File: src/spe_params.svh
`ifndef SPE_PARAMS_SVH
`define SPE_PARAMS_SVH

// Width of the low-voltage entry key
`define SPE_KEY_BITS       32
// Width of the key bit counter
`define SPE_KEY_CNT_W      6
// Entry pattern compared against the shifted key (neutral default)
`define SPE_KEY_PATTERN    32'h5A5A_C3C3
// Serial word width carried to the core side
`define SPE_WORD_BITS      8
// Depth of the word FIFO
`define SPE_FIFO_DEPTH     16
// Pointer width for the FIFO (depth 16)
`define SPE_FIFO_PTR_W     4

`endif

File: src/spe_pkg.sv
package spe_pkg;
    // Entry state of the programming port
    typedef enum logic [2:0] {
        SPE_IDLE,
        SPE_KEY_SHIFT,
        SPE_LOCKED,
        SPE_PROG_LV,
        SPE_PROG_HV
    } spe_state_type;

    // Word shifted in from the programmer
    typedef struct packed {
        logic [7:0] data;
    } spe_word_type;

    // Mode status bundle towards the core
    typedef struct packed {
        logic prog_mode;
        logic hv_session;
        logic key_failed;
    } spe_status_type;
endpackage : spe_pkg

File: src/spe_entry.sv
// Operation
// - Data pin two-way, clock pin is input
// - Program/Verify mode passes serial data inward
// - High-voltage entry needs clock, data low
// - Low-voltage entry only when enable bit one
// - Enable bit zero blocks low-voltage entry
// - Capture 32 key bits on clock edges
// - Low-voltage session lasts while master-clear low
// - Enable bit one forces master-clear reset on
// - Enable bit cleared only in high-voltage session
`timescale 1ns/1ps
`default_nettype none
`include "spe_params.svh"
module spe_entry (
    input  wire logic                  clock_i,
    input  wire logic                  rst_b_i,
    input  wire logic                  prog_clock_pin_i,
    input  wire logic                  prog_data_pin_i,
    output logic                       prog_data_pin_o,
    output logic                       prog_data_pin_oe_o,
    input  wire logic                  master_clear_pin_i,
    input  wire logic                  high_entry_voltage_level_i,
    input  wire logic                  low_voltage_entry_enable_i,
    input  wire logic                  mclr_reset_cfg_i,
    input  wire logic                  en_clear_req_i,
    output logic                       en_clear_grant_o,
    output logic                       mclr_reset_enable_o,
    input  wire logic                  read_bit_i,
    input  wire logic                  read_drive_i,
    output spe_pkg::spe_word_type      word_data_o,
    output logic                       word_valid_o,
    input  wire logic                  word_ready_i,
    output spe_pkg::spe_status_type    status_o
);
    import spe_pkg::*;

    // Synchronised pins; the four pin inputs are sampled in clock_i domain
    logic clk_s;
    logic dat_s;
    logic mclr_s;
    logic hv_s;

    spe_sync u_sync_clk (
        .clk_i   (clock_i),
        .rst_b_i (rst_b_i),
        .d_i     (prog_clock_pin_i),
        .q_o     (clk_s)
    );
    spe_sync u_sync_dat (
        .clk_i   (clock_i),
        .rst_b_i (rst_b_i),
        .d_i     (prog_data_pin_i),
        .q_o     (dat_s)
    );
    spe_sync u_sync_mclr (
        .clk_i   (clock_i),
        .rst_b_i (rst_b_i),
        .d_i     (master_clear_pin_i),
        .q_o     (mclr_s)
    );
    spe_sync u_sync_hv (
        .clk_i   (clock_i),
        .rst_b_i (rst_b_i),
        .d_i     (high_entry_voltage_level_i),
        .q_o     (hv_s)
    );

    spe_state_type                state_reg;
    spe_state_type                state_next;
    logic                         clk_d_reg;
    logic                         mclr_d_reg;
    logic [`SPE_KEY_BITS-1:0]     key_reg;
    logic [`SPE_KEY_BITS-1:0]     key_next;
    logic [`SPE_KEY_CNT_W-1:0]    kcnt_reg;
    logic [`SPE_KEY_CNT_W-1:0]    kcnt_next;
    logic [`SPE_WORD_BITS-1:0]    sh_reg;
    logic [`SPE_WORD_BITS-1:0]    sh_next;
    logic [2:0]                   bcnt_reg;
    logic [2:0]                   bcnt_next;
    logic                         push_valid;
    logic                         push_ready;
    logic                         clk_rise;
    logic                         in_prog;
    logic                         dout_reg;
    logic                         doe_reg;

    assign clk_rise = clk_s && !clk_d_reg;
    assign in_prog  = (state_reg == SPE_PROG_LV) || (state_reg == SPE_PROG_HV);

    // Entry state machine and shift registers
    always_comb begin
        state_next = state_reg;
        key_next   = key_reg;
        kcnt_next  = kcnt_reg;
        sh_next    = sh_reg;
        bcnt_next  = bcnt_reg;
        push_valid = 1'b0;
        unique case (state_reg)
            SPE_IDLE: begin
                key_next  = '0;
                kcnt_next = '0;
                if (hv_s && !clk_s && !dat_s) begin
                    state_next = SPE_PROG_HV;
                end else if (!mclr_s && mclr_d_reg && low_voltage_entry_enable_i) begin
                    state_next = SPE_KEY_SHIFT;
                end
            end
            SPE_KEY_SHIFT: begin
                if (mclr_s || !low_voltage_entry_enable_i) begin
                    state_next = SPE_IDLE;
                end else if (kcnt_reg == 6'(`SPE_KEY_BITS)) begin
                    state_next = (key_reg == `SPE_KEY_PATTERN) ? SPE_PROG_LV
                                                              : SPE_LOCKED;
                end else if (clk_rise) begin
                    key_next  = {key_reg[`SPE_KEY_BITS-2:0], dat_s};
                    kcnt_next = kcnt_reg + 1'b1;
                end
            end
            SPE_LOCKED: begin
                if (mclr_s) state_next = SPE_IDLE;
            end
            SPE_PROG_LV, SPE_PROG_HV: begin
                if ((state_reg == SPE_PROG_LV && mclr_s) ||
                    (state_reg == SPE_PROG_HV && !hv_s)) begin
                    state_next = SPE_IDLE;
                    bcnt_next  = '0;
                end else if (clk_rise && !read_drive_i) begin
                    // Serial bits assembled into words, LSB first
                    sh_next = {dat_s, sh_reg[`SPE_WORD_BITS-1:1]};
                    if (bcnt_reg == 3'h7) begin
                        push_valid = 1'b1;
                    end
                    bcnt_next = bcnt_reg + 1'b1;
                end
            end
            default: state_next = SPE_IDLE;
        endcase
    end

    always_ff @(posedge clock_i or negedge rst_b_i) begin
        if (!rst_b_i) begin
            state_reg  <= SPE_IDLE;
            clk_d_reg  <= 1'b0;
            mclr_d_reg <= 1'b1;
            key_reg    <= '0;
            kcnt_reg   <= '0;
            sh_reg     <= '0;
            bcnt_reg   <= '0;
        end else begin
            state_reg  <= state_next;
            clk_d_reg  <= clk_s;
            mclr_d_reg <= mclr_s;
            key_reg    <= key_next;
            kcnt_reg   <= kcnt_next;
            sh_reg     <= sh_next;
            bcnt_reg   <= bcnt_next;
        end
    end

    // Words for the core; a full buffer drops the word rather than stall the pin
    spe_fifo #(
        .WIDTH (`SPE_WORD_BITS),
        .DEPTH (`SPE_FIFO_DEPTH),
        .PTR_W (`SPE_FIFO_PTR_W)
    ) u_fifo (
        .clock_i     (clock_i),
        .rst_b_i     (rst_b_i),
        .flush_i     (!in_prog),
        .in_data_i   ({dat_s, sh_reg[`SPE_WORD_BITS-1:1]}),
        .in_valid_i  (push_valid),
        .in_ready_o  (push_ready),
        .out_data_o  (word_data_o.data),
        .out_valid_o (word_valid_o),
        .out_ready_i (word_ready_i)
    );

    // Data pin turned round for read-back only inside a session
    always_ff @(posedge clock_i or negedge rst_b_i) begin
        if (!rst_b_i) begin
            dout_reg <= 1'b0;
            doe_reg  <= 1'b0;
        end else begin
            dout_reg <= read_bit_i;
            doe_reg  <= in_prog && read_drive_i;
        end
    end
    assign prog_data_pin_o    = dout_reg;
    assign prog_data_pin_oe_o = doe_reg;

    // Master-clear reset cannot be turned off while low-voltage entry enabled
    assign mclr_reset_enable_o = mclr_reset_cfg_i || low_voltage_entry_enable_i;
    // Clearing the enable bit allowed only in a high-voltage session
    assign en_clear_grant_o    = en_clear_req_i && (state_reg == SPE_PROG_HV);

    assign status_o.prog_mode  = in_prog;
    assign status_o.hv_session = (state_reg == SPE_PROG_HV);
    assign status_o.key_failed = (state_reg == SPE_LOCKED);

    // Overflow is not signalled; the core must drain fast enough
    logic unused_ready;
    assign unused_ready = push_ready;
endmodule : spe_entry
`default_nettype wire

File: src/spe_fifo.sv
`timescale 1ns/1ps
`default_nettype none
module spe_fifo #(
    parameter int WIDTH = 8,
    parameter int DEPTH = 16,
    parameter int PTR_W = 4
) (
    input  wire logic             clock_i,
    input  wire logic             rst_b_i,
    input  wire logic             flush_i,
    input  wire logic [WIDTH-1:0] in_data_i,
    input  wire logic             in_valid_i,
    output logic                  in_ready_o,
    output logic [WIDTH-1:0]      out_data_o,
    output logic                  out_valid_o,
    input  wire logic             out_ready_i
);
    logic [WIDTH-1:0] mem_reg [DEPTH];
    logic [PTR_W:0]   wr_ptr_reg;
    logic [PTR_W:0]   wr_ptr_next;
    logic [PTR_W:0]   rd_ptr_reg;
    logic [PTR_W:0]   rd_ptr_next;
    logic             push;
    logic             pop;

    // Honest full and empty from the extra pointer bit
    assign in_ready_o  = (wr_ptr_reg[PTR_W] == rd_ptr_reg[PTR_W]) ||
                         (wr_ptr_reg[PTR_W-1:0] != rd_ptr_reg[PTR_W-1:0]);
    assign out_valid_o = (wr_ptr_reg != rd_ptr_reg);
    assign push        = in_valid_i && in_ready_o;
    assign pop         = out_valid_o && out_ready_i;
    assign out_data_o  = mem_reg[rd_ptr_reg[PTR_W-1:0]];

    // Pointer update; flush empties the buffer when a session ends
    always_comb begin
        wr_ptr_next = wr_ptr_reg;
        rd_ptr_next = rd_ptr_reg;
        if (flush_i) begin
            wr_ptr_next = '0;
            rd_ptr_next = '0;
        end else begin
            if (push) wr_ptr_next = wr_ptr_reg + 1'b1;
            if (pop)  rd_ptr_next = rd_ptr_reg + 1'b1;
        end
    end

    always_ff @(posedge clock_i or negedge rst_b_i) begin
        if (!rst_b_i) begin
            wr_ptr_reg <= '0;
            rd_ptr_reg <= '0;
        end else begin
            wr_ptr_reg <= wr_ptr_next;
            rd_ptr_reg <= rd_ptr_next;
        end
    end

    // Storage carries no reset to keep it small
    always_ff @(posedge clock_i) begin
        if (push && !flush_i) begin
            mem_reg[wr_ptr_reg[PTR_W-1:0]] <= in_data_i;
        end
    end
endmodule : spe_fifo
`default_nettype wire

File: src/spe_sync.sv
`timescale 1ns/1ps
`default_nettype none
module spe_sync (
    input  wire logic clk_i,
    input  wire logic rst_b_i,
    input  wire logic d_i,
    output logic      q_o
);
    logic meta_reg;
    logic sync_reg;

    // Two-stage synchroniser; first stage read only by second
    always_ff @(posedge clk_i or negedge rst_b_i) begin
        if (!rst_b_i) begin
            meta_reg <= 1'b0;
            sync_reg <= 1'b0;
        end else begin
            meta_reg <= d_i;
            sync_reg <= meta_reg;
        end
    end

    assign q_o = sync_reg;
endmodule : spe_sync
`default_nettype wire

File: config.mk
export PLATFORM = sky130hd
export DESIGN_NAME = spe_entry
export DESIGN_NICKNAME = d
export VERILOG_FILES = /design/src/spe_pkg.sv /design/src/spe_entry.sv /design/src/spe_fifo.sv /design/src/spe_sync.sv
export VERILOG_INCLUDE_DIRS = /design/src
export SDC_FILE = /design/constraint.sdc
export NUM_CORES = 1
export LEC_CHECK = 0
export BUFFER_PORTS_ARGS = -buffer_cell sky130_fd_sc_hd__buf_2
export CORE_MARGIN = 8
export CORE_UTILIZATION = 50
export DETAILED_ROUTE_END_ITERATION = 8
export MAX_ROUTING_LAYER = met4
export PLACE_DENSITY = 0.74
export SLEW_MARGIN = 5
export SYNTH_ARGS = -nofsm -noshare
export SYNTH_HDL_FRONTEND = slang
export SYNTH_SLANG_ARGS = --single-unit
export TNS_END_PERCENT = 20
File: constraint.sdc
create_clock -name clock_i -period 4 [get_ports clock_i]
set_input_delay 0.6 -clock clock_i [delete_from_list [all_inputs] [get_ports clock_i]]
set_output_delay 0.6 -clock clock_i [all_outputs]
set_load 0.02 [all_outputs]
### Yosys cells after proc, flatten, opt, wreduce, memory -nomap -nowiden

Memories as Yosys holds them, arrays and structs flattened.
Cells that the tools add are included.

| cells by class | value |
|---|---|
| add/sub/neg operators | 4 |
| equal/unequal tests | 19 |
| mux-type cells | 28 |
| bitwise logic cells | 1 |
| reduce and logical (&&, ||, !) cells | 33 |

Operators by type and width:

| kind | count |
|---|---|
| $mux W32 | 3 |
| $pmux W32 S2 | 1 |
| $eq A32 B31 Y1 const B | 1 |
| $mux W3 | 8 |
| $mux W5 | 4 |
| $mux W6 | 3 |
| $logic_and A1 B1 Y1 | 13 |
| $pmux W3 S4 | 1 |
| $pmux W6 S2 | 1 |
| $add A5 B1 Y5 const B | 2 |
| $ne A2 B2 Y1 const B | 4 |
| $reduce_and A4 Y1 | 2 |
| $logic_not A1 Y1 | 7 |
| $mux W1 | 7 |
| $add A6 B1 Y6 const B | 1 |
| $eq A3 B2 Y1 const B | 2 |
| $eq A3 B3 Y1 const B | 2 |
| $eq A6 B6 Y1 const B | 1 |
| $ne A2 B1 Y1 const B | 3 |
| $ne A3 B3 Y1 const B | 2 |
| $logic_or A1 B1 Y1 | 5 |
| $ne A5 B5 Y1 | 1 |
| $ne A4 B4 Y1 | 1 |
| $reduce_bool A2 Y1 | 2 |
| 8 further kinds | 8 |

| word-level totals | value |
|---|---|
| flip-flop bits (word level) | 74 |
| memory bits (writable) | 128 |
| bits of input ports | 12 |
| output and inout bits | 16 |
| logic and storage cells | 105 |
| memories | 1 |

Memory list:

| memory | words | width | read ports | clocked after memory_dff | write ports | RTL line | source |
|---|---|---|---|---|---|---|---|
| u_fifo.mem_reg | 16 | 8 | 1 | 0 | 1 | spe_fifo.sv:18 | `logic [WIDTH-1:0] mem_reg [DEPTH];` |

### Longest topological paths before layout

Gate-level depths: netlist of run 1.

| logic depth | value |
|---|---|
| word-level depth | 10 |
| depth in mapped cells | 8 |
| gate-level depth less buffers | 6 |

### By module

From an unflattened synthesis of run 1, not the netlist that was laid out.

| unflattened totals | value |
|---|---|
| cells, all modules | 486 |
| area, all modules | 8266.7 µm² |

By module, submodules not included:

| module | instances | cells an instance | area each (µm²) |
|---|---|---|---|
| spe_fifo | 1 | 273 | 5652.9 |
| spe_entry | 1 | 205 | 2413.6 |
| spe_sync | 4 | 2 | 50.0 |

### Worst setup path before layout of run 1

Ideal clock, no wire load.

| path | value |
|---|---|
| path type | input to register |
| start point | input read_drive_i |
| end point | memory u_fifo.mem_reg[15][0] (enable) |
| setup time | 0.386 ns |
| data arrival time | 2.074 ns |
| required time | 3.614 ns |
| path slack | 1.539 ns |
| stages | 4 |
| path buffers | 1 |
| cells stage by stage | or3b_1 -> o21bai_4 -> buf_2 -> a211oi_1 |

| on the way | value |
|---|---|
| cells in the longest elaborated chain, start to end | 9 |

RTL lines:

| item | RTL line | source |
|---|---|---|
| start: declaration | spe_entry.sv:29 | `input wire logic read_drive_i,` |
| $logic_not A1 Y1 | spe_entry.sv:127 | `end else if (clk_rise && !read_drive_i) begin` |
| $logic_and A1 B1 Y1 | spe_entry.sv:127 |  |
| $mux W1 | spe_entry.sv:127 |  |
| $mux W1 | spe_entry.sv:123 | `if ((state_reg == SPE_PROG_LV && mclr_s) \|\|` |
| $mux W1 | spe_entry.sv:98 | `unique case (state_reg)` |
| $logic_and A1 B1 Y1 | spe_fifo.sv:30 | `assign push = in_valid_i && in_ready_o;` |
| $logic_and A1 B1 Y1 | spe_fifo.sv:59 | `if (push && !flush_i) begin` |
| $mux W1 | spe_fifo.sv:59 |  |
| $mux W1 (implied by the code) | spe_fifo.sv:60 | `mem_reg[wr_ptr_reg[PTR_W-1:0]] <= in_data_i;` |
| end: declaration | spe_fifo.sv:18 |  |

Every way passes these cells.

==> flow_metrics.py, run 1 <==
metrics = {
    "layout": {
        "diodes": 0,
        "largest_register_ffs": 128,
        "layout_common_cells": "edfxtp_1 (128), dfrtp_1 (71), a22o_1 (35)",
        "final_common_cell": "edfxtp_1",
        "layout-drive-gt1-share_pct": 21.6,
        "final_net_count": 539,
        "area_growth_pct": 11.4,
    },
    "grt": {
        "antenna_found_initial": 0,
        "grt_max_degree": 74,
        "grt_pass1_vias": 4604,
        "grt_use_total_pct": 15.5,
        "grt_pass1_wl_mm": 24.4,
        "grt_overflow": 0,
    },
    "synthesis": {
        "synthSimpleGateAreaFrac_pct": 7.55,
        "ys_seq_area_share_pct": 68.4,
        "avgSynthCellArea_um2": 17.0,
        "synth_area_um2": 8290,
        "synth_fa_ha_area_share_pct": 1.36,
        "synthMuxAreaShare_pct": 12.1,
        "yosysWarnings": 0,
        "synth_top_family_by_area": "multiplexers",
        "synthDistinctLibCells": 52,
        "synthCells": 489,
        "synth-xor-area-share_pct": 0.845,
        "ys_ff_latch": 201,
        "syn_nets": 510,
        "synth_compound_area_share_pct": 7.17,
    },
    "die": {
        "core_um2": 16400,
        "initial_utilization_pct": 50.5,
        "die_h_um": 145,
        "fp.dieArea_um2": 21000,
        "rows": 47,
        "fp.dieW_um": 145,
        "num_io_pins": 28,
    },
    "drt": {
        "wl_mm": 15.2,
        "ant_nets": 0,
        "drtIter0Drc": 200,
        "via_per_inst": 5.77,
        "vias": 4341,
        "routedWlPerCell_um": 20.2,
        "dr.pass1.iters": 4,
        "drc": 0,
    },
    "timing": {
        "fin_crit_ns": 3.20,
        "clock.fmax_mhz": 313,
        "rsz0062_at_grt": "no",
        "slew_headroom_pct": 36.5,
        "slew_viol_final": 0,
        "finalHoldViolCount": 0,
        "post-route-period-util_pct": 79.9,
        "final.setup.tns_ns": 0,
        "tightestPinTransition_ns": 0.953,
        "finalSetupViolations": 0,
        "clock_skew_ns": 0.0118,
    },
    "worst_setup_path": {
        "cp-startpoint": "u_fifo.rd_ptr_reg[0]",
        "rrSetupSlack_ns": 1.26,
        "arrival_ns": 2.60,
        "cp_slowest_cell": "dfrtp_2",
        "endpoint": "word_data_o[5]",
        "endpoint_kind": "primary output",
        "start_kind": "flip-flop",
        "cp_cell_sequence": "buf_12, mux4_2, mux2i_1, a21oi_1, buf_2",
        "r2r_cells": 4,
        "rr_startpoint": "u_fifo.rd_ptr_reg[2]",
        "crit_path_max_incr_delay_ns": 0.73,
        "cp_max_fo": 20,
        "r2r-end": "u_fifo.mem_reg[3][2]",
        "cp_data_required_time_ns": 3.40,
        "crit_type": "flip-flop to primary output",
    },
    "power": {
        "clkPwrFrac_pct": 40.8,
        "power.density_nw_per_um2": 468,
        "power.combinational.fraction_pct": 5.8,
        "p_leak_nw": 3.39,
        "peakVddDrop_uv": 282,
        "power_frac_seq_pct": 53.4,
        "p_sw_mw": 0.951,
        "p_sw_share_pct": 22.0,
        "internal_power_mw": 3.37,
        "finalPower_mw": 4.32,
    },
    "clocking": {
        "cts_inserted_buffers": 20,
        "cts_tree": "done",
        "clk_path_buf_depth": 3,
        "cts_setup_buffers": 0,
        "cts.sinks": 201,
        "root_buffer": "clkbuf_16",
        "clk_pin_slew_ns": 0.06,
        "h-tree-depth": 1,
        "cts_hold_buf": 0,
        "clock_latency_ns": 0.48,
        "cts_resized": 0,
    },
    "placement": {
        "portBuffers": 27,
        "hpwl_mm": 9.77,
        "place_congestion": 0.770,
    },
    "flow_run": {
        "maxCapViolCount": 0,
    },
    "min_path": {
        "min_path_type": "input pin to flip-flop",
    },
    "status": {
        "outcome": "complete, no violations",
    },
}
[layout make-up]
| type | instances | area [um^2] |
|---|---|---|
| Inverter | 9 | 33.8 |
| Clock inverter | 7 | 58.8 |
| Sequential cell | 201 | 5670 |
| Multi-Input combinational cell | 250 | 2410 |
| Fill cell | 1231 | 7170 |
| Tap cell | 220 | 275 |
| Clock buffer | 29 | 563 |
| Timing Repair Buffer | 36 | 218 |
[worst max-delay path, delay by kind of cell, from the launching register on]
family | cells | cell delay [ns]
muxes | 2 | 0.77
DFF | 1 | 0.73
buffers and inverters | 2 | 0.46
AOI/OAI and AO/OA | 1 | 0.14
[kinds of logic (layout without fill, tap and decap cells)]
group / Yosys count / count (layout)
flops: 201 / 201
buf+inv: 38 / 81
simple gates: 99 / 99
mux: 59 / 59
fa+ha+maj: 9 / 9
xor+xnor: 8 / 8
compound gates: 75 / 75
[cell usage after synthesis (all sizes together)]
| master | n | area, um^2 |
|---|---|---|
| inv | 9 | 33.8 |
| nor3 | 1 | 5.00 |
| and2 | 9 | 56.3 |
| a21o | 1 | 7.51 |
| o31ai | 1 | 7.51 |
| or3 | 2 | 12.5 |
| o221ai | 1 | 8.76 |
| ha | 9 | 113 |
| buf | 24 | 161 |
| mux2i | 18 | 180 |
| xnor2 | 1 | 8.76 |
| nor3b | 4 | 40.0 |
| dfrtp | 72 | 1800 |
| a22o | 35 | 307 |
| nand2 | 20 | 75.1 |
| nor4bb | 2 | 20.0 |
| o21ai | 1 | 5.00 |
| o21bai | 3 | 33.8 |
| or2 | 1 | 6.26 |
| dfstp | 1 | 26.3 |
| o211a | 1 | 10.0 |
| o21a | 1 | 7.51 |
| and4b | 2 | 20.0 |
| clkbuf | 5 | 18.8 |
| mux2 | 9 | 101 |
| nor2 | 9 | 33.8 |
| nand4 | 8 | 50.1 |
| a2bb2oi | 1 | 8.76 |
| and4bb | 2 | 25.0 |
| or3b | 1 | 8.76 |
| o211ai | 2 | 15.0 |
| xor2 | 7 | 61.3 |
| nor4b | 3 | 41.3 |
| edfxtp | 128 | 3840 |
| nand3 | 2 | 10.0 |
| and3 | 12 | 75.1 |
| mux4 | 32 | 721 |
| nor4 | 3 | 33.8 |
| nor2b | 11 | 68.8 |
| a31oi | 1 | 6.26 |
| a211oi | 14 | 110 |
| a21oi | 12 | 60.1 |
| a21boi | 1 | 7.51 |
| nand2b | 7 | 43.8 |
[power by group through the flow]
stage	Sequential, mW	Clock (mW)	Combinational, mW
2_1_floorplan	2.31	0	0.240
3_3_place_gp	2.35	0	0.237
3_5_place_dp	2.35	0	0.249
4_1_cts	2.31	1.80	0.250
5_1_grt	2.32	1.88	0.276
6_report	2.31	1.76	0.250
[how the worst min path moves through the flow]
stage	from	to	slack [ns]	cells past startpoint
3_3_place_gp	u_sync_clk.meta_reg	u_sync_clk.q_o	0.33	0
2_1_floorplan	rst_b_i	bcnt_reg[0]	0.30	0
5_1_grt	read_bit_i	prog_data_pin_o	0.20	1
6_report	read_bit_i	prog_data_pin_o	0.22	1
4_1_cts	read_bit_i	prog_data_pin_o	0.20	1
3_5_place_dp	u_sync_hv.meta_reg	u_sync_hv.q_o	0.33	0
[layer usage]
metal / GRT usage [%] / share of wire [%] / vias up / wire length (um)
met2: 25.2 / 50 / 109 / 7590
met3: 2.72 / 4.8 / 23 / 730
met4: 3.40 / 1.8 / 0 / 267
li1: - / - / 1971 / -
met1: 20.1 / 43 / 2238 / 6580
met5: - / 0 / - / 0
[per-stage QoR]
stage	instances	cell area [um^2]	setup slack [ns]	hold WS (ns)	utilization [%]
final	752	9230	0.804	0.218	56.3
after global routing	752	9230	0.672	0.200	56.3
after CTS	752	9230	0.746	0.203	56.3
after detailed placement	716	8610	1.22	0.335	52.5
after global placement	716	8610	1.30	0.333	52.5
after floorplan	489	8290	1.54	0.304	-
No activity file was read; power rests on OpenSTA's default activity.
==> run 2, diff against run 1 <==
--- a/config.mk
+++ b/config.mk
@@ -6,6 +6,7 @@
 export SDC_FILE = /design/constraint.sdc
 export NUM_CORES = 1
 export LEC_CHECK = 0
+export ABC_AREA = 1
 export BUFFER_PORTS_ARGS = -buffer_cell sky130_fd_sc_hd__buf_2
 export CORE_MARGIN = 8
 export CORE_UTILIZATION = 50
==> constraint.sdc (replaced) <==
create_clock -name clock_i -period 3.06 [get_ports clock_i]
set_input_delay 0.459 -clock clock_i [delete_from_list [all_inputs] [get_ports clock_i]]
set_output_delay 0.459 -clock clock_i [all_outputs]
set_load 0.02 [all_outputs]
==> flow_metrics.py, run 2 <==
metrics = {
    "clocking": {
        "cts_resized": 0,
        "cts_inserted_buffers": 22,
        "cts.sinks": 201,
        "h-tree-depth": 1,
        "cts_setup_buffers": 0,
        "root_buffer": "clkbuf_16",
        "clk_path_buf_depth": 3,
        "cts_tree": "done",
        "clock_latency_ns": 0.50,
        "clk_pin_slew_ns": 0.06,
        "cts_hold_buf": 0,
    },
    "placement": {
        "hpwl_mm": 11.0,
        "place_congestion": 0.843,
        "placed_cell_area_um2": 8810,
        "portBuffers": 27,
    },
    "worst_setup_path": {
        "rr_startpoint": "bcnt_reg[0]",
        "cp_max_fo": 33,
        "endpoint_kind": "primary output",
        "timing.critical_path.mode_cell": "buf_4",
        "crit_path_max_incr_delay_ns": 0.45,
        "arrival_ns": 2.39,
        "start_kind": "flip-flop",
        "cp_cell_sequence": "clkinv_1, buf_4, buf_4, o21ai_0, o22ai_1, nand2_1, nand3_1, buf_2",
        "cp_data_required_time_ns": 2.60,
        "r2r_cells": 8,
        "rrSetupSlack_ns": 0.69,
        "r2r-end": "u_fifo.mem_reg[10][2]",
        "cp_slowest_cell": "dfrtp_2",
        "crit_type": "flip-flop to primary output",
    },
    "power": {
        "power.density_nw_per_um2": 721,
        "peakVddDrop_uv": 527,
        "p_leak_nw": 3.75,
    },
    "drt": {
        "routedWlPerCell_um": 17.4,
        "ant_nets": 0,
        "vias": 5635,
        "drc": 0,
        "drtIter0Drc": 510,
        "wl_mm": 18.0,
        "via_per_inst": 5.47,
        "dr.pass1.iters": 4,
    },
    "layout": {
        "final_area_um2": 9550,
        "fillers": 1295,
        "largest_register_ffs": 128,
        "layout_common_cells": "edfxtp_1 (128), nor2_1 (111), nand2_1 (91)",
        "layout-drive-gt1-share_pct": 12.2,
        "final-seq-area_um2": 5670,
        "diodes": 0,
        "final_net_count": 816,
        "multi_input_area_um2": 2300,
        "final_common_cell": "edfxtp_1",
        "area_growth_pct": 13.5,
        "final_core_util_pct": 57.8,
    },
    "synthesis": {
        "ys_ff_latch": 201,
        "ys_seq_area_share_pct": 67.4,
        "yosysMostFrequentCell": "edfxtp_1",
        "synth_area_leaders": "edfxtp_1 (46%), dfrtp_1 (21%), nor2_1 (4.9%)",
        "synthDistinctLibCells": 32,
        "avgSynthCellArea_um2": 11.1,
        "ys.flop_type": "edfxtp_1",
        "synth_area_um2": 8420,
        "ys_top_cells_by_count": "edfxtp_1 (128), nor2_1 (111), nand2_1 (91)",
        "yosysWarnings": 0,
        "yosysTopAreaCell": "edfxtp_1",
        "synthArstFlopShare_pct": 36.3,
        "synthCells": 757,
        "synth_edf_count": 128,
        "syn_nets": 778,
        "netlist.area_leader.share_pct": 45.7,
    },
    "timing": {
        "clock.fmax_mhz": 351,
        "slew_headroom_pct": 40.4,
        "post-route-period-util_pct": 93.1,
        "tightestPinTransition_ns": 0.894,
        "final.setup.tns_ns": 0,
        "finalHoldViolCount": 0,
        "finalSetupViolations": 0,
        "slew_viol_final": 0,
        "rsz0062_at_grt": "no",
        "fin_crit_ns": 2.85,
        "timing.hold.ws_ns": 0.0604,
        "clock_skew_ns": 0.00819,
    },
    "min_path": {
        "hold_end": "u_sync_dat.meta_reg",
        "hp-start": "prog_data_pin_i",
        "hold_path_depth": 1,
        "min_path_type": "input pin to flip-flop",
    },
    "die": {
        "num_io_pins": 28,
        "die_h_um": 146,
        "rows": 47,
        "fp.dieArea_um2": 21200,
        "initial_utilization_pct": 50.9,
        "core_um2": 16500,
        "fp.dieW_um": 146,
    },
    "grt": {
        "grt_pass1_vias": 5440,
        "grt_overflow": 0,
        "antenna_found_initial": 0,
        "grt_max_degree": 74,
        "grt_use_total_pct": 17.1,
        "grt_pass1_wl_mm": 28.7,
    },
    "flow_run": {
        "maxCapViolCount": 0,
    },
    "status": {
        "outcome": "complete, no violations",
    },
}
run 2: cell count changes after synthesis, moves of 32 or more:
cell | before | now
nand2_1 | 20 | 91
o21ai_0 | 1 | 69
nor2_1 | 9 | 111
o22ai_1 | 0 | 49
inv_1 | 9 | 63
mux4_2 | 32 | 0
nand3_1 | 2 | 41
a22o_1 | 35 | 0
run 2: how the worst max path moves through the flow:
stage                         startpoint                     to  cells after the start
global route        u_fifo.rd_ptr_reg[0]         word_data_o[2]                      8
CTS                 u_fifo.rd_ptr_reg[0]         word_data_o[2]                      8
detailed placement  u_fifo.rd_ptr_reg[0]         word_data_o[2]                      8
global placement             bcnt_reg[0]  u_fifo.mem_reg[10][6]                      8
finish              u_fifo.rd_ptr_reg[0]         word_data_o[2]                      8
floorplan                    bcnt_reg[0]   u_fifo.mem_reg[9][0]                      7
run 2: layer usage:
layer | track usage (%) | share of wire [%] | up-vias | wire, um
li1 | - | - | 2716 | -
met1 | 23.1 | 45 | 2657 | 8130
met2 | 25.3 | 44 | 209 | 7860
met3 | 3.36 | 7.2 | 53 | 1300
met4 | 6.61 | 3.7 | 0 | 671
met5 | - | 0 | - | 0
run 2: cell type report:
| class | count | share of cell area [%] |
|---|---|---|
| Multi-Input combinational cell | 452 | 24.1 |
| Clock inverter | 11 | 1.36 |
| Timing Repair Buffer | 50 | 3.25 |
| Inverter | 68 | 2.67 |
| Tap cell | 220 | 2.88 |
| Clock buffer | 29 | 6.37 |
| Sequential cell | 201 | 59.4 |
run 2: kinds of logic (layout without fill, tap and decap cells):
logic type                 count (synthesis)  after routing  share of synthesized area (%)
AOI/OAI and AO/OA                        144            144                           9.77
xor gates and xnor gates                  14             14                           1.46
adders and majority gates                  9              9                           1.34
buffers and inverters                    104            158                           5.29
DFF                                      201            201                           67.4
muxes                                      1              1                          0.119
and+or+nand+nor                          284            284                           14.7
run 2: stage by stage:
| step | cells | setup slack, ns | total power [mW] |
|---|---|---|---|
| 2_1_floorplan | 757 | 0.849 | 3.94 |
| 3_3_place_gp | 991 | 0.776 | 4.25 |
| 3_5_place_dp | 991 | 0.748 | 4.26 |
| 4_1_cts | 1031 | 0.204 | 6.92 |
| 5_1_grt | 1031 | 0.0283 | 7.12 |
| 6_report | 1031 | 0.212 | 6.89 |
run 2: worst max-delay path, delay by kind of cell, from the launching register on:
kind	cells	cell delay, ns
buffers and inverters	4	0.93
DFF	1	0.45
AOI/OAI and AO/OA	2	0.31
and+or+nand+nor	2	0.18
run 2: power breakdown:
part           internal (mW)  leakage, nW  total (mW)  switching [mW]
Sequential              3.19         2.12        3.53           0.339
Clock                   1.65        0.364        2.68            1.03
Combinational          0.185         1.27       0.681           0.496
Total                   5.02         3.75        6.89            1.87
